### src/cce_pkg.sv
package cce_pkg;

  localparam int PC_W = 13;
  localparam int MA_W = 8;
  localparam int DW = 8;
  localparam int BI_W = 3;
  localparam logic [PC_W-1:0] PC_STEP = 13'h0001;
  localparam logic [DW-1:0] BYTE_ZERO = 8'h00;
  localparam logic [DW-1:0] BIT_ONE = 8'h01;

  typedef enum logic [2:0] {
    OP_NONE = 3'b000,
    OP_CALL = 3'b001,
    OP_BYTE_CLR = 3'b010,
    OP_BIT_CLR = 3'b011,
    OP_WDT_CLR = 3'b100,
    OP_WDT_PRE1 = 3'b101,
    OP_WDT_PRE2 = 3'b110
  } cce_op_t;

  typedef enum logic [0:0] {
    ST_IDLE = 1'b0,
    ST_CALL2 = 1'b1
  } cce_state_t;

  typedef enum logic [1:0] {
    PRE_NONE = 2'b00,
    PRE_FIRST = 2'b01,
    PRE_SECOND = 2'b10
  } cce_pre_t;

  // one decoded instruction from fetch/decode, with the operand byte already read
  typedef struct packed {
    logic valid;
    cce_op_t op;
    logic [PC_W-1:0] pc;
    logic [PC_W-1:0] target;
    logic [MA_W-1:0] maddr;
    logic [BI_W-1:0] bit_sel;
    logic [DW-1:0] mrd;
  } cce_req_t;

  // commands to program counter, stack, data memory and watchdog
  typedef struct packed {
    logic push;
    logic [PC_W-1:0] ret_addr;
    logic pc_load;
    logic [PC_W-1:0] pc_target;
    logic mem_we;
    logic [MA_W-1:0] mem_addr;
    logic [DW-1:0] mem_wdata;
    logic wdt_clr;
    logic to_clr;
    logic pdf_clr;
  } cce_cmd_t;

  localparam cce_cmd_t CMD_IDLE = '0;

endpackage

### src/cce_exec.sv
module cce_exec (
  input wire logic ref_clk,
  input wire logic rstn,
  input wire cce_pkg::cce_req_t req,
  output logic ready,
  output cce_pkg::cce_cmd_t cmd,
  output cce_pkg::cce_pre_t last_pre
);
  import cce_pkg::*;

  cce_state_t state_q, state_d;
  cce_pre_t pre_q, pre_d;
  cce_cmd_t cmd_q, cmd_d;
  logic ready_q, ready_d;
  logic [PC_W-1:0] tgt_q, tgt_d;
  logic take;

  assign take = req.valid && ready_q;
  assign ready = ready_q;
  assign cmd = cmd_q;
  assign last_pre = pre_q;

  ////////////////////////////////////////////////////////////////////////////
  // sequencing and command decode
  always_comb begin
    state_d = state_q;
    ready_d = ready_q;
    tgt_d = tgt_q;
    cmd_d = CMD_IDLE;
    unique case (state_q)
      ST_IDLE: begin
        if (take) begin
          unique case (req.op)
            OP_CALL: begin
              cmd_d.push = 1'b1;
              cmd_d.ret_addr = req.pc + PC_STEP;
              tgt_d = req.target;
              state_d = ST_CALL2;
              ready_d = 1'b0;
            end
            OP_BYTE_CLR: begin
              cmd_d.mem_we = 1'b1;
              cmd_d.mem_addr = req.maddr;
              cmd_d.mem_wdata = BYTE_ZERO;
            end
            OP_BIT_CLR: begin
              cmd_d.mem_we = 1'b1;
              cmd_d.mem_addr = req.maddr;
              cmd_d.mem_wdata = req.mrd & ~(BIT_ONE << req.bit_sel);
            end
            OP_WDT_CLR: begin
              cmd_d.wdt_clr = 1'b1;
              cmd_d.to_clr = 1'b1;
              cmd_d.pdf_clr = 1'b1;
            end
            OP_WDT_PRE1, OP_WDT_PRE2: begin
              if ((req.op == OP_WDT_PRE1 && pre_q == PRE_SECOND) ||
                  (req.op == OP_WDT_PRE2 && pre_q == PRE_FIRST)) begin
                cmd_d.wdt_clr = 1'b1;
                cmd_d.to_clr = 1'b1;
                cmd_d.pdf_clr = 1'b1;
              end
            end
            default: begin
            end
          endcase
        end
      end
      ST_CALL2: begin
        cmd_d.pc_load = 1'b1;
        cmd_d.pc_target = tgt_q;
        state_d = ST_IDLE;
        ready_d = 1'b1;
      end
      default: begin
        state_d = ST_IDLE;
        ready_d = 1'b1;
      end
    endcase
    // flag clears come only from the watchdog ops here
    // call and memory clears drive only push, pc and memory fields; the
    // to_clr and pdf_clr flag clears are raised only by watchdog clears and completed pre-clear pairs
  end

  always_ff @(posedge ref_clk or negedge rstn) begin
    if (!rstn) begin
      state_q <= ST_IDLE;
      ready_q <= 1'b1;
      tgt_q <= '0;
      cmd_q <= CMD_IDLE;
    end else begin
      state_q <= state_d;
      ready_q <= ready_d;
      tgt_q <= tgt_d;
      cmd_q <= cmd_d;
    end
  end

  ////////////////////////////////////////////////////////////////////////////
  // pre-clear alternation tracker
  always_comb begin
    pre_d = pre_q;
    if (take && req.op == OP_WDT_PRE1) begin
      // repeats only re-arm the first half
      pre_d = (pre_q == PRE_SECOND) ? PRE_NONE : PRE_FIRST;
    end else if (take && req.op == OP_WDT_PRE2) begin
      pre_d = (pre_q == PRE_FIRST) ? PRE_NONE : PRE_SECOND;
    end
  end

  // a completed pair returns to none so that a third pre-clear cannot ride on it
  always_ff @(posedge ref_clk or negedge rstn) begin
    if (!rstn) begin
      pre_q <= PRE_NONE;
    end else begin
      pre_q <= pre_d;
    end
  end
endmodule

### config.mk
export PLATFORM = sky130hd
export DESIGN_NAME = cce_exec
export DESIGN_NICKNAME = d
export VERILOG_FILES = /design/src/cce_pkg.sv /design/src/cce_exec.sv
export SDC_FILE = /design/constraint.sdc
export NUM_CORES = 1
export LEC_CHECK = 0
export BUFFER_PORTS_ARGS = -buffer_cell sky130_fd_sc_hd__clkbuf_2
export CAP_MARGIN = 10
export CELL_PAD_IN_SITES_DETAIL_PLACEMENT = 2
export CELL_PAD_IN_SITES_GLOBAL_PLACEMENT = 2
export CORE_MARGIN = 4
export CORE_UTILIZATION = 31
export CTS_BUF_LIST = sky130_fd_sc_hd__clkbuf_4
export DETAILED_ROUTE_END_ITERATION = 8
export GPL_ROUTABILITY_DRIVEN = 0
export PLACE_DENSITY_LB_ADDON = 0.05
export SYNTH_ARGS = -nofsm -noshare
export SYNTH_HDL_FRONTEND = slang
export SYNTH_SLANG_ARGS = --single-unit
### constraint.sdc
create_clock -name ref_clk -period 2 [get_ports ref_clk]
set_input_delay 0.1 -clock ref_clk [delete_from_list [all_inputs] [get_ports ref_clk]]
set_output_delay 0.1 -clock ref_clk [all_outputs]
set_load 0.005 [all_outputs]
==> results of run 1 <==
## timing repair
action	in CTS	in global routing
endpoints found under the hold margin	56	1
gates resized for setup	0	0
hold buffers	43	1
## registers in the layout, indices dropped and copies added, names as in the netlist
register	count
cmd	46
ready	1
last_pre	2
tgt_q	13
## worst reg2reg max path: cells and delay by family (launching register included)
| kind | cells | cell delay (ns) |
|---|---|---|
| flops | 1 | 0.60 |
| simple gates | 2 | 0.41 |
| mux | 1 | 0.36 |
| buf+inv | 1 | 0.26 |
## cell type report
type                       instances  area [um2]  share of cell area, %
sequential                        62        1550                   42.8
timing repair buffer             150         983                   27.1
multi-input combinational        107         778                   21.5
tap                               99         124                   3.42
clock inverter                     7        88.8                   2.45
clock buffer                       9        67.6                   1.86
inverter                           8        30.0                  0.828
## synthesized netlist by cell type (2+ instances only)
library cell,n,area share [%]
a21oi_1,7,1.5
and2_1,21,5.5
buf_4,3,0.94
clkbuf_1,2,0.31
dfrtp_1,61,63
inv_1,7,1.1
mux2_1,11,5.1
mux2_2,2,0.94
nand2_1,4,0.62
nand3_1,8,1.7
nand3b_1,2,0.62
nand4_1,2,0.52
nor2_1,7,1.1
nor3b_2,2,1.0
o21ai_0,4,0.83
o311a_1,8,3.3
o31ai_1,6,1.9
or3_1,3,0.78
or4_1,4,1.2
xor2_1,2,0.73
## per-stage QoR
step	cell area (um2)	util, %	setup slack (ns)	hold slack [ns]	std cells
2_1_floorplan	2410	-	0.402	-0.196	184
3_3_place_gp	3030	40.9	0.278	0.0494	382
3_5_place_dp	3030	40.9	0.246	0.0542	382
4_1_cts	3610	48.8	0.218	0.00324	441
5_1_grt	3620	48.9	0.101	0.000949	442
6_report	3620	48.9	0.256	0.0401	442
## final timing paths
kind                                              to  depth (start not counted)  slack [ns]            startpoint
worst max-delay path            tgt_q[2]$_DFFE_PN0P_                          4        0.26     ready$_DFFE_PN1P_
worst min-delay path                cmd[8]$_DFF_PN0_                          2        0.04                req[9]
worst max register to register  tgt_q[2]$_DFFE_PN0P_                          4        0.26     ready$_DFFE_PN1P_
worst min register to register  tgt_q[7]$_DFFE_PN0P_                          1        0.49  tgt_q[7]$_DFFE_PN0P_
max in group asynchronous           cmd[7]$_DFF_PN0_                          3        1.15                  rstn
min in group asynchronous          cmd[41]$_DFF_PN0_                          2        0.16                  rstn
## layer usage
| metal | vias to the layer above | global-route usage [%] |
|---|---|---|
| li1 | 953 | - |
| met1 | 1021 | 19.1 |
| met2 | 62 | 29.5 |
| met3 | 9 | 5.63 |
| met4 | 0 | 5.57 |
| met5 | - | 0 |
## cell families after synthesis
family / Yosys count / synth area share, %
mux: 14 / 6.50
xor+xnor: 3 / 1.09
fa+ha+maj: 1 / 0.520
flops: 62 / 64.5
simple gates: 62 / 16.1
compound gates: 27 / 8.16
buf+inv: 15 / 3.17
## power by group
part | switching [mW] | internal [mW]
Combinational | 0.161 | 0.191
Clock | 0.453 | 0.499
Sequential | 0.0538 | 1.35
Total | 0.668 | 2.04
==> reports/qor_table.md, run 1 <==
| Result | Reported | Unit |
|---|---|---|
| Result of the run | finished, final reports clean | - |
| Synth Warn # | 0 | - |
| Antenna violations before repair | 0 | - |
| Number of flops mapped to enable cells by yosys | 0 | - |
| 1st-pass router iterations | 4 | - |
| Number of nets in the finished design | 390 | - |
| Die Y-Extent | 96.1 | um |
| Summed instance area of the synthesized netlist | 2410 | um2 |
| Overall power after layout | 2.71 | mW |
| Final routed wire length divided by cell count | 16.4 | um |
| Clock transition at the register clock pins on the worst setup and hold paths after CTS | 0.11 | ns |
| Data arrival time of the critical path | 2.02 | ns |
| Cell family with the largest share of critical-path delay | flip-flops | - |
| CTS H-tree lvls | 3 | - |
| Average vias per placed instance | 4.63 | - |
| Global router's overall resource usage | 16.8 | % |
| Slew margin rel. | 70.5 | % |
| CP endpoint kind | flip-flop | - |
| Final setup skew | 0.0128 | ns |
| Instance count of the mapped netlist | 184 | - |
| Maximum number of buffers from clock root to sink | 2 | - |
| Layout cells sized above 1 | 37.9 | % |
| Clk sinks | 62 | - |
| Peak VDD IR | 0.525 | mV |
| Portion of the clock cycle consumed by the worst path in the final layout | 87.2 | % |
| Number of diodes | 0 | - |
| Cell at the root of the clock tree | clkbuf_4 | - |
| Minimum clock period | 1.74 | ns |
| Crit-path max FO | 15 | - |
| Total clock buffers created by CTS | 9 | - |
| Measured slew at the worst slew-check pin | 0.441 | ns |
| CORE AREA | 7410 | um2 |
| Pin count of the biggest net entering global routing | 27 | - |
| Library cells used by synthesis | 38 | - |
| Number of global-route vias before repair | 2299 | - |
| Number of port buffers | 101 | - |
| Worst-skew pair later-pin latency | 0.39 | ns |
| Initial Util | 32.5 | % |
| Starting DRT DRC Count | 26 | - |
| Post-synthesis area per instance | 13.1 | um2 |
| Type of the worst setup path | flip-flop to flip-flop | - |
| First-pass GRT wire length | 11600 | um |
| Ratio of total power to cell area | 746 | nW/um2 |
| Floorplan die area | 9240 | um2 |
| Final routed wirelength across all metal layers | 7240 | um |
| TritonCTS clock tree | yes | - |
| Highest-count cells in the layout ignoring fill and taps | 100 x clkbuf_2, 61 x dfrtp_1, 44 x dlygate4sd3_1, 21 x and2_1, 11 x mux2_1 | - |
| Kind of start point of the critical path | flip-flop | - |
| Max-slew violation count | 0 | - |
| Final number of setup-violating endpoints | 0 | - |
| Residual antenna-violating net count after detailed routing | 0 | - |
| Die width | 96.1 | um |
| Static leakage | 1.86 | nW |
| Number of max-cap violations | 0 | - |
| Post-detailed-placement half-perimeter wirelength | 4870 | um |
| Nets in the synthesized netlist | 236 | - |
| Critical Path, Cell by Cell | nor3b_2 -> nand2_2 -> inv_2 -> mux2_1 | - |
| Most common cell after layout, fill and taps aside | clkbuf_2 | - |
| Synthesis-to-finish area growth | 50.6 | % |
| DR WL met3 | 438 | um |
| Buffer and inverter count on the worst path | 1 | - |
| Post-CTS setup-driven buffer insertion count | 0 | - |
| Main flop type after synthesis | dfrtp_1 | - |
| Filler cell count in the final layout | 786 | - |
| Maximum frequency from static timing analysis | 574 | MHz |
| Seq/Total Area, Yosys | 64.5 | % |
| Total gr overflow | 0 | - |
| Path category of the worst min-delay check | primary input to flip-flop | - |
| I/O pin cnt | 102 | - |
| Highest routed layer | met4 | - |
| Row count | 31 | - |
| Required time of the worst setup path | 2.27 | ns |
| Setup repair after global routing missed its margin | false | - |
| Final hold violation count | 0 | - |
| Number of register bits inferred by synthesis | 62 | - |
| Total negative slack | 0 | ns |
| DRC violation count after routing | 0 | - |
| Async set-or-reset flop fraction in the synthesized netlist | 100 | % |
| Met2 routed WL | 3770 | um |
| Maximum cell stage delay along the critical path | 0.60 | ns |
| Met1 wire length | 2910 | um |
| Slowest CP cell | dfstp_2 | - |
| Routed via count | 2045 | - |
Power figures use the tool's default switching activity.
==> run 2, diff against run 1 <==
- CELL_PAD_IN_SITES_DETAIL_PLACEMENT: 2 -> not set
- CELL_PAD_IN_SITES_GLOBAL_PLACEMENT: 2 -> not set
- CORE_UTILIZATION: 31 -> 49
- SETUP_SLACK_MARGIN: not set -> 0.5
==> reports/qor_table.md, run 2 (same netlist as run 1, synthesis figures left out) <==
| Result | Reported | Unit | vs previous |
|---|---|---|---|
| Floorplan die area | 6100 | um2 | was 9240 um2 |
| Cell at the root of the clock tree | clkbuf_4 | - | unchanged |
| Final hold violation count | 0 | - | unchanged |
| Path category of the worst min-delay check | primary input to flip-flop | - | unchanged |
| Worst-skew pair later-pin latency | 0.38 | ns | was 0.39 ns |
| Die Y-Extent | 78.1 | um | was 96.1 um |
| Type of the worst setup path | flip-flop to flip-flop | - | unchanged |
| Filler cell count in the final layout | 333 | - | was 786 |
| Worst Setup Slack, final | 0.511 | ns | was 0.256 ns |
| Sequential share of power | 51.5 | % | was 51.8% |
| Slew margin rel. | 70.4 | % | was 70.5% |
| Overall power after layout | 2.73 | mW | was 2.71 mW |
| Synthesis-to-finish area growth | 51.5 | % | was 50.6% |
| Number of global-route vias before repair | 2067 | - | was 2299 |
| Most common cell after layout, fill and taps aside | clkbuf_2 | - | unchanged |
| Maximum frequency from static timing analysis | 672 | MHz | was 574 MHz |
| Highest-count cells in the layout ignoring fill and taps | 101 x clkbuf_2, 61 x dfrtp_1, 43 x dlygate4sd3_1, 21 x and2_1 | - | was 100 x clkbuf_2, 61 x dfrtp_1, 44 x dlygate4sd3_1, 21 x and2_1, 11 x mux2_1 |
| Average vias per placed instance | 4.85 | - | was 4.63 |
| Share of total power in combinational logic | 14.3 | % | was 13.0% |
| Post-layout utilization of the core | 76.7 | % | was 48.9% |
| TritonCTS clock tree | yes | - | unchanged |
| Starting DRT DRC Count | 66 | - | was 26 |
| Global router's overall resource usage | 20.6 | % | was 16.8% |
| Portion of total power attributed to the clock network | 34.2 | % | was 35.2% |
| Minimum clock period | 1.49 | ns | was 1.74 ns |
| Total negative slack | 0 | ns | unchanged |
| Number of port buffers | 101 | - | unchanged |
| Measured slew at the worst slew-check pin | 0.445 | ns | was 0.441 ns |
| Internal power | 2.08 | mW | was 2.04 mW |
| 1st-pass router iterations | 4 | - | unchanged |
| Switching power | 651 | uW | was 668 uW |
| Final setup skew | 0.0109 | ns | was 0.0128 ns |
| Setup repair after global routing missed its margin | true | - | was false |
| Clk sinks | 62 | - | unchanged |
| Final number of setup-violating endpoints | 0 | - | unchanged |
| Max FFs per register | 46 | - | unchanged |
| Crit-path max FO | 8 | - | was 15 |
| CORE AREA | 4750 | um2 | was 7410 um2 |
| Footprint of the multi-input gates | 826 | um2 | was 778 um2 |
| Peak VDD IR | 0.587 | mV | was 0.525 mV |
| Clock transition at the register clock pins on the worst setup and hold paths after CTS | 0.10 | ns | was 0.11 ns |
| Initial Util | 50.6 | % | was 32.5% |
| Final routed wirelength across all metal layers | 5980 | um | was 7240 um |
| Number of max-cap violations | 0 | - | unchanged |
| Data arrival time of the critical path | 1.76 | ns | was 2.02 ns |
| Antenna violations before repair | 0 | - | unchanged |
| First-pass GRT wire length | 9600 | um | was 11600 um |
| Pin count of the biggest net entering global routing | 38 | - | was 27 |
| Maximum number of buffers from clock root to sink | 2 | - | unchanged |
| Residual antenna-violating net count after detailed routing | 0 | - | unchanged |
| Total clock buffers created by CTS | 9 | - | unchanged |
| Max-slew violation count | 0 | - | unchanged |
| Switching Fraction | 23.9 | % | was 24.7% |
| Number of nets in the finished design | 391 | - | was 390 |
| Die width | 78.1 | um | was 96.1 um |
| I/O pin cnt | 102 | - | unchanged |
| Layout cells sized above 1 | 41.3 | % | was 37.9% |
| CTS H-tree lvls | 3 | - | unchanged |
| CP endpoint kind | flip-flop | - | unchanged |
| FF/Latch Area | 1550 | um2 | unchanged |
| Routed via count | 1994 | - | was 2045 |
| Static leakage | 1.91 | nW | was 1.86 nW |
| DRC violation count after routing | 0 | - | unchanged |
| Row count | 25 | - | was 31 |
| Portion of the clock cycle consumed by the worst path in the final layout | 74.4 | % | was 87.2% |
| Final routed wire length divided by cell count | 14.6 | um | was 16.4 um |
| Total gr overflow | 0 | - | unchanged |
| Post-detailed-placement half-perimeter wirelength | 3690 | um | was 4870 um |
| Pre-CTS setup slack | 0.370 | ns | was 0.246 ns |
| Number of diodes | 0 | - | unchanged |
| Required time of the worst setup path | 2.28 | ns | was 2.27 ns |
| Kind of start point of the critical path | flip-flop | - | unchanged |
| Result of the run | finished, final reports clean | - | unchanged |
| Ratio of total power to cell area | 748 | nW/um2 | was 746 nW/um2 |
-- run 2: routing by layer --
layer / part of all wire, % / GRT usage [%]
met1: 39 / 22.7
met2: 52 / 36.4
met3: 6.4 / 7.11
met4: 1.9 / 8.04
met5: 0 / 0
-- run 2: layout make-up --
class / count / share of cell area [%]
clock inverters: 7 / 2.44
flip-flops and latches: 62 / 42.6
well taps: 67 / 2.30
multi-input cells: 107 / 22.6
repair inverters: 1 / 0.240
repair buffers: 150 / 26.9
clock buffers: 9 / 1.85
inverters: 8 / 1.03
-- run 2: per-stage QoR --
step	cell area, um2	hold WS (ns)	cells
floorplan	2450	-0.196	184
CTS	3630	0.00403	410
finish	3650	0.0318	411
detailed placement	3020	0.113	349
global route	3650	0.00698	411
global placement	3020	0.108	349
-- run 2: repair_timing --
item,in CTS,in global routing
pin swaps,0,0
cloned,1,0
hold buffers,42,1
buffers inserted,2,0
endpoints found under the hold margin,103,2
resized for setup,4,2
endpoints found under the setup margin,13,17
-- run 2: worst max-delay path, stage by stage (launching register included) --
cell and delay [ns]:
dfstp_2 0.56, nor3b_4 0.25, nand2_4 0.13, inv_8 0.11, mux2_2 0.33
-- run 2: path summary, 6_finish.rpt --
path	from	end	slack, ns	depth (start not counted)
hold reg to reg	tgt_q[9]$_DFFE_PN0P_	cmd[29]$_DFF_PN0_	0.49	1
setup / recovery	ready$_DFFE_PN1P_	tgt_q[6]$_DFFE_PN0P_	0.51	4
hold / removal	req[47]	cmd[0]$_DFF_PN0_	0.03	3
min in group asynchronous	rstn	cmd[12]$_DFF_PN0_	0.23	3
max in group asynchronous	rstn	ready$_DFFE_PN1P_	1.35	3
setup reg to reg	ready$_DFFE_PN1P_	tgt_q[6]$_DFFE_PN0P_	0.51	4
-- run 2: power groups by stage --
stage	combinational [mW]	clock [mW]	sequential, mW
final	0.391	0.932	1.40
after global routing	0.430	1.03	1.42
after CTS	0.385	0.956	1.40
after detailed placement	0.307	0	1.43
after global placement	0.299	0	1.43
after floorplan	0.152	0	1.42
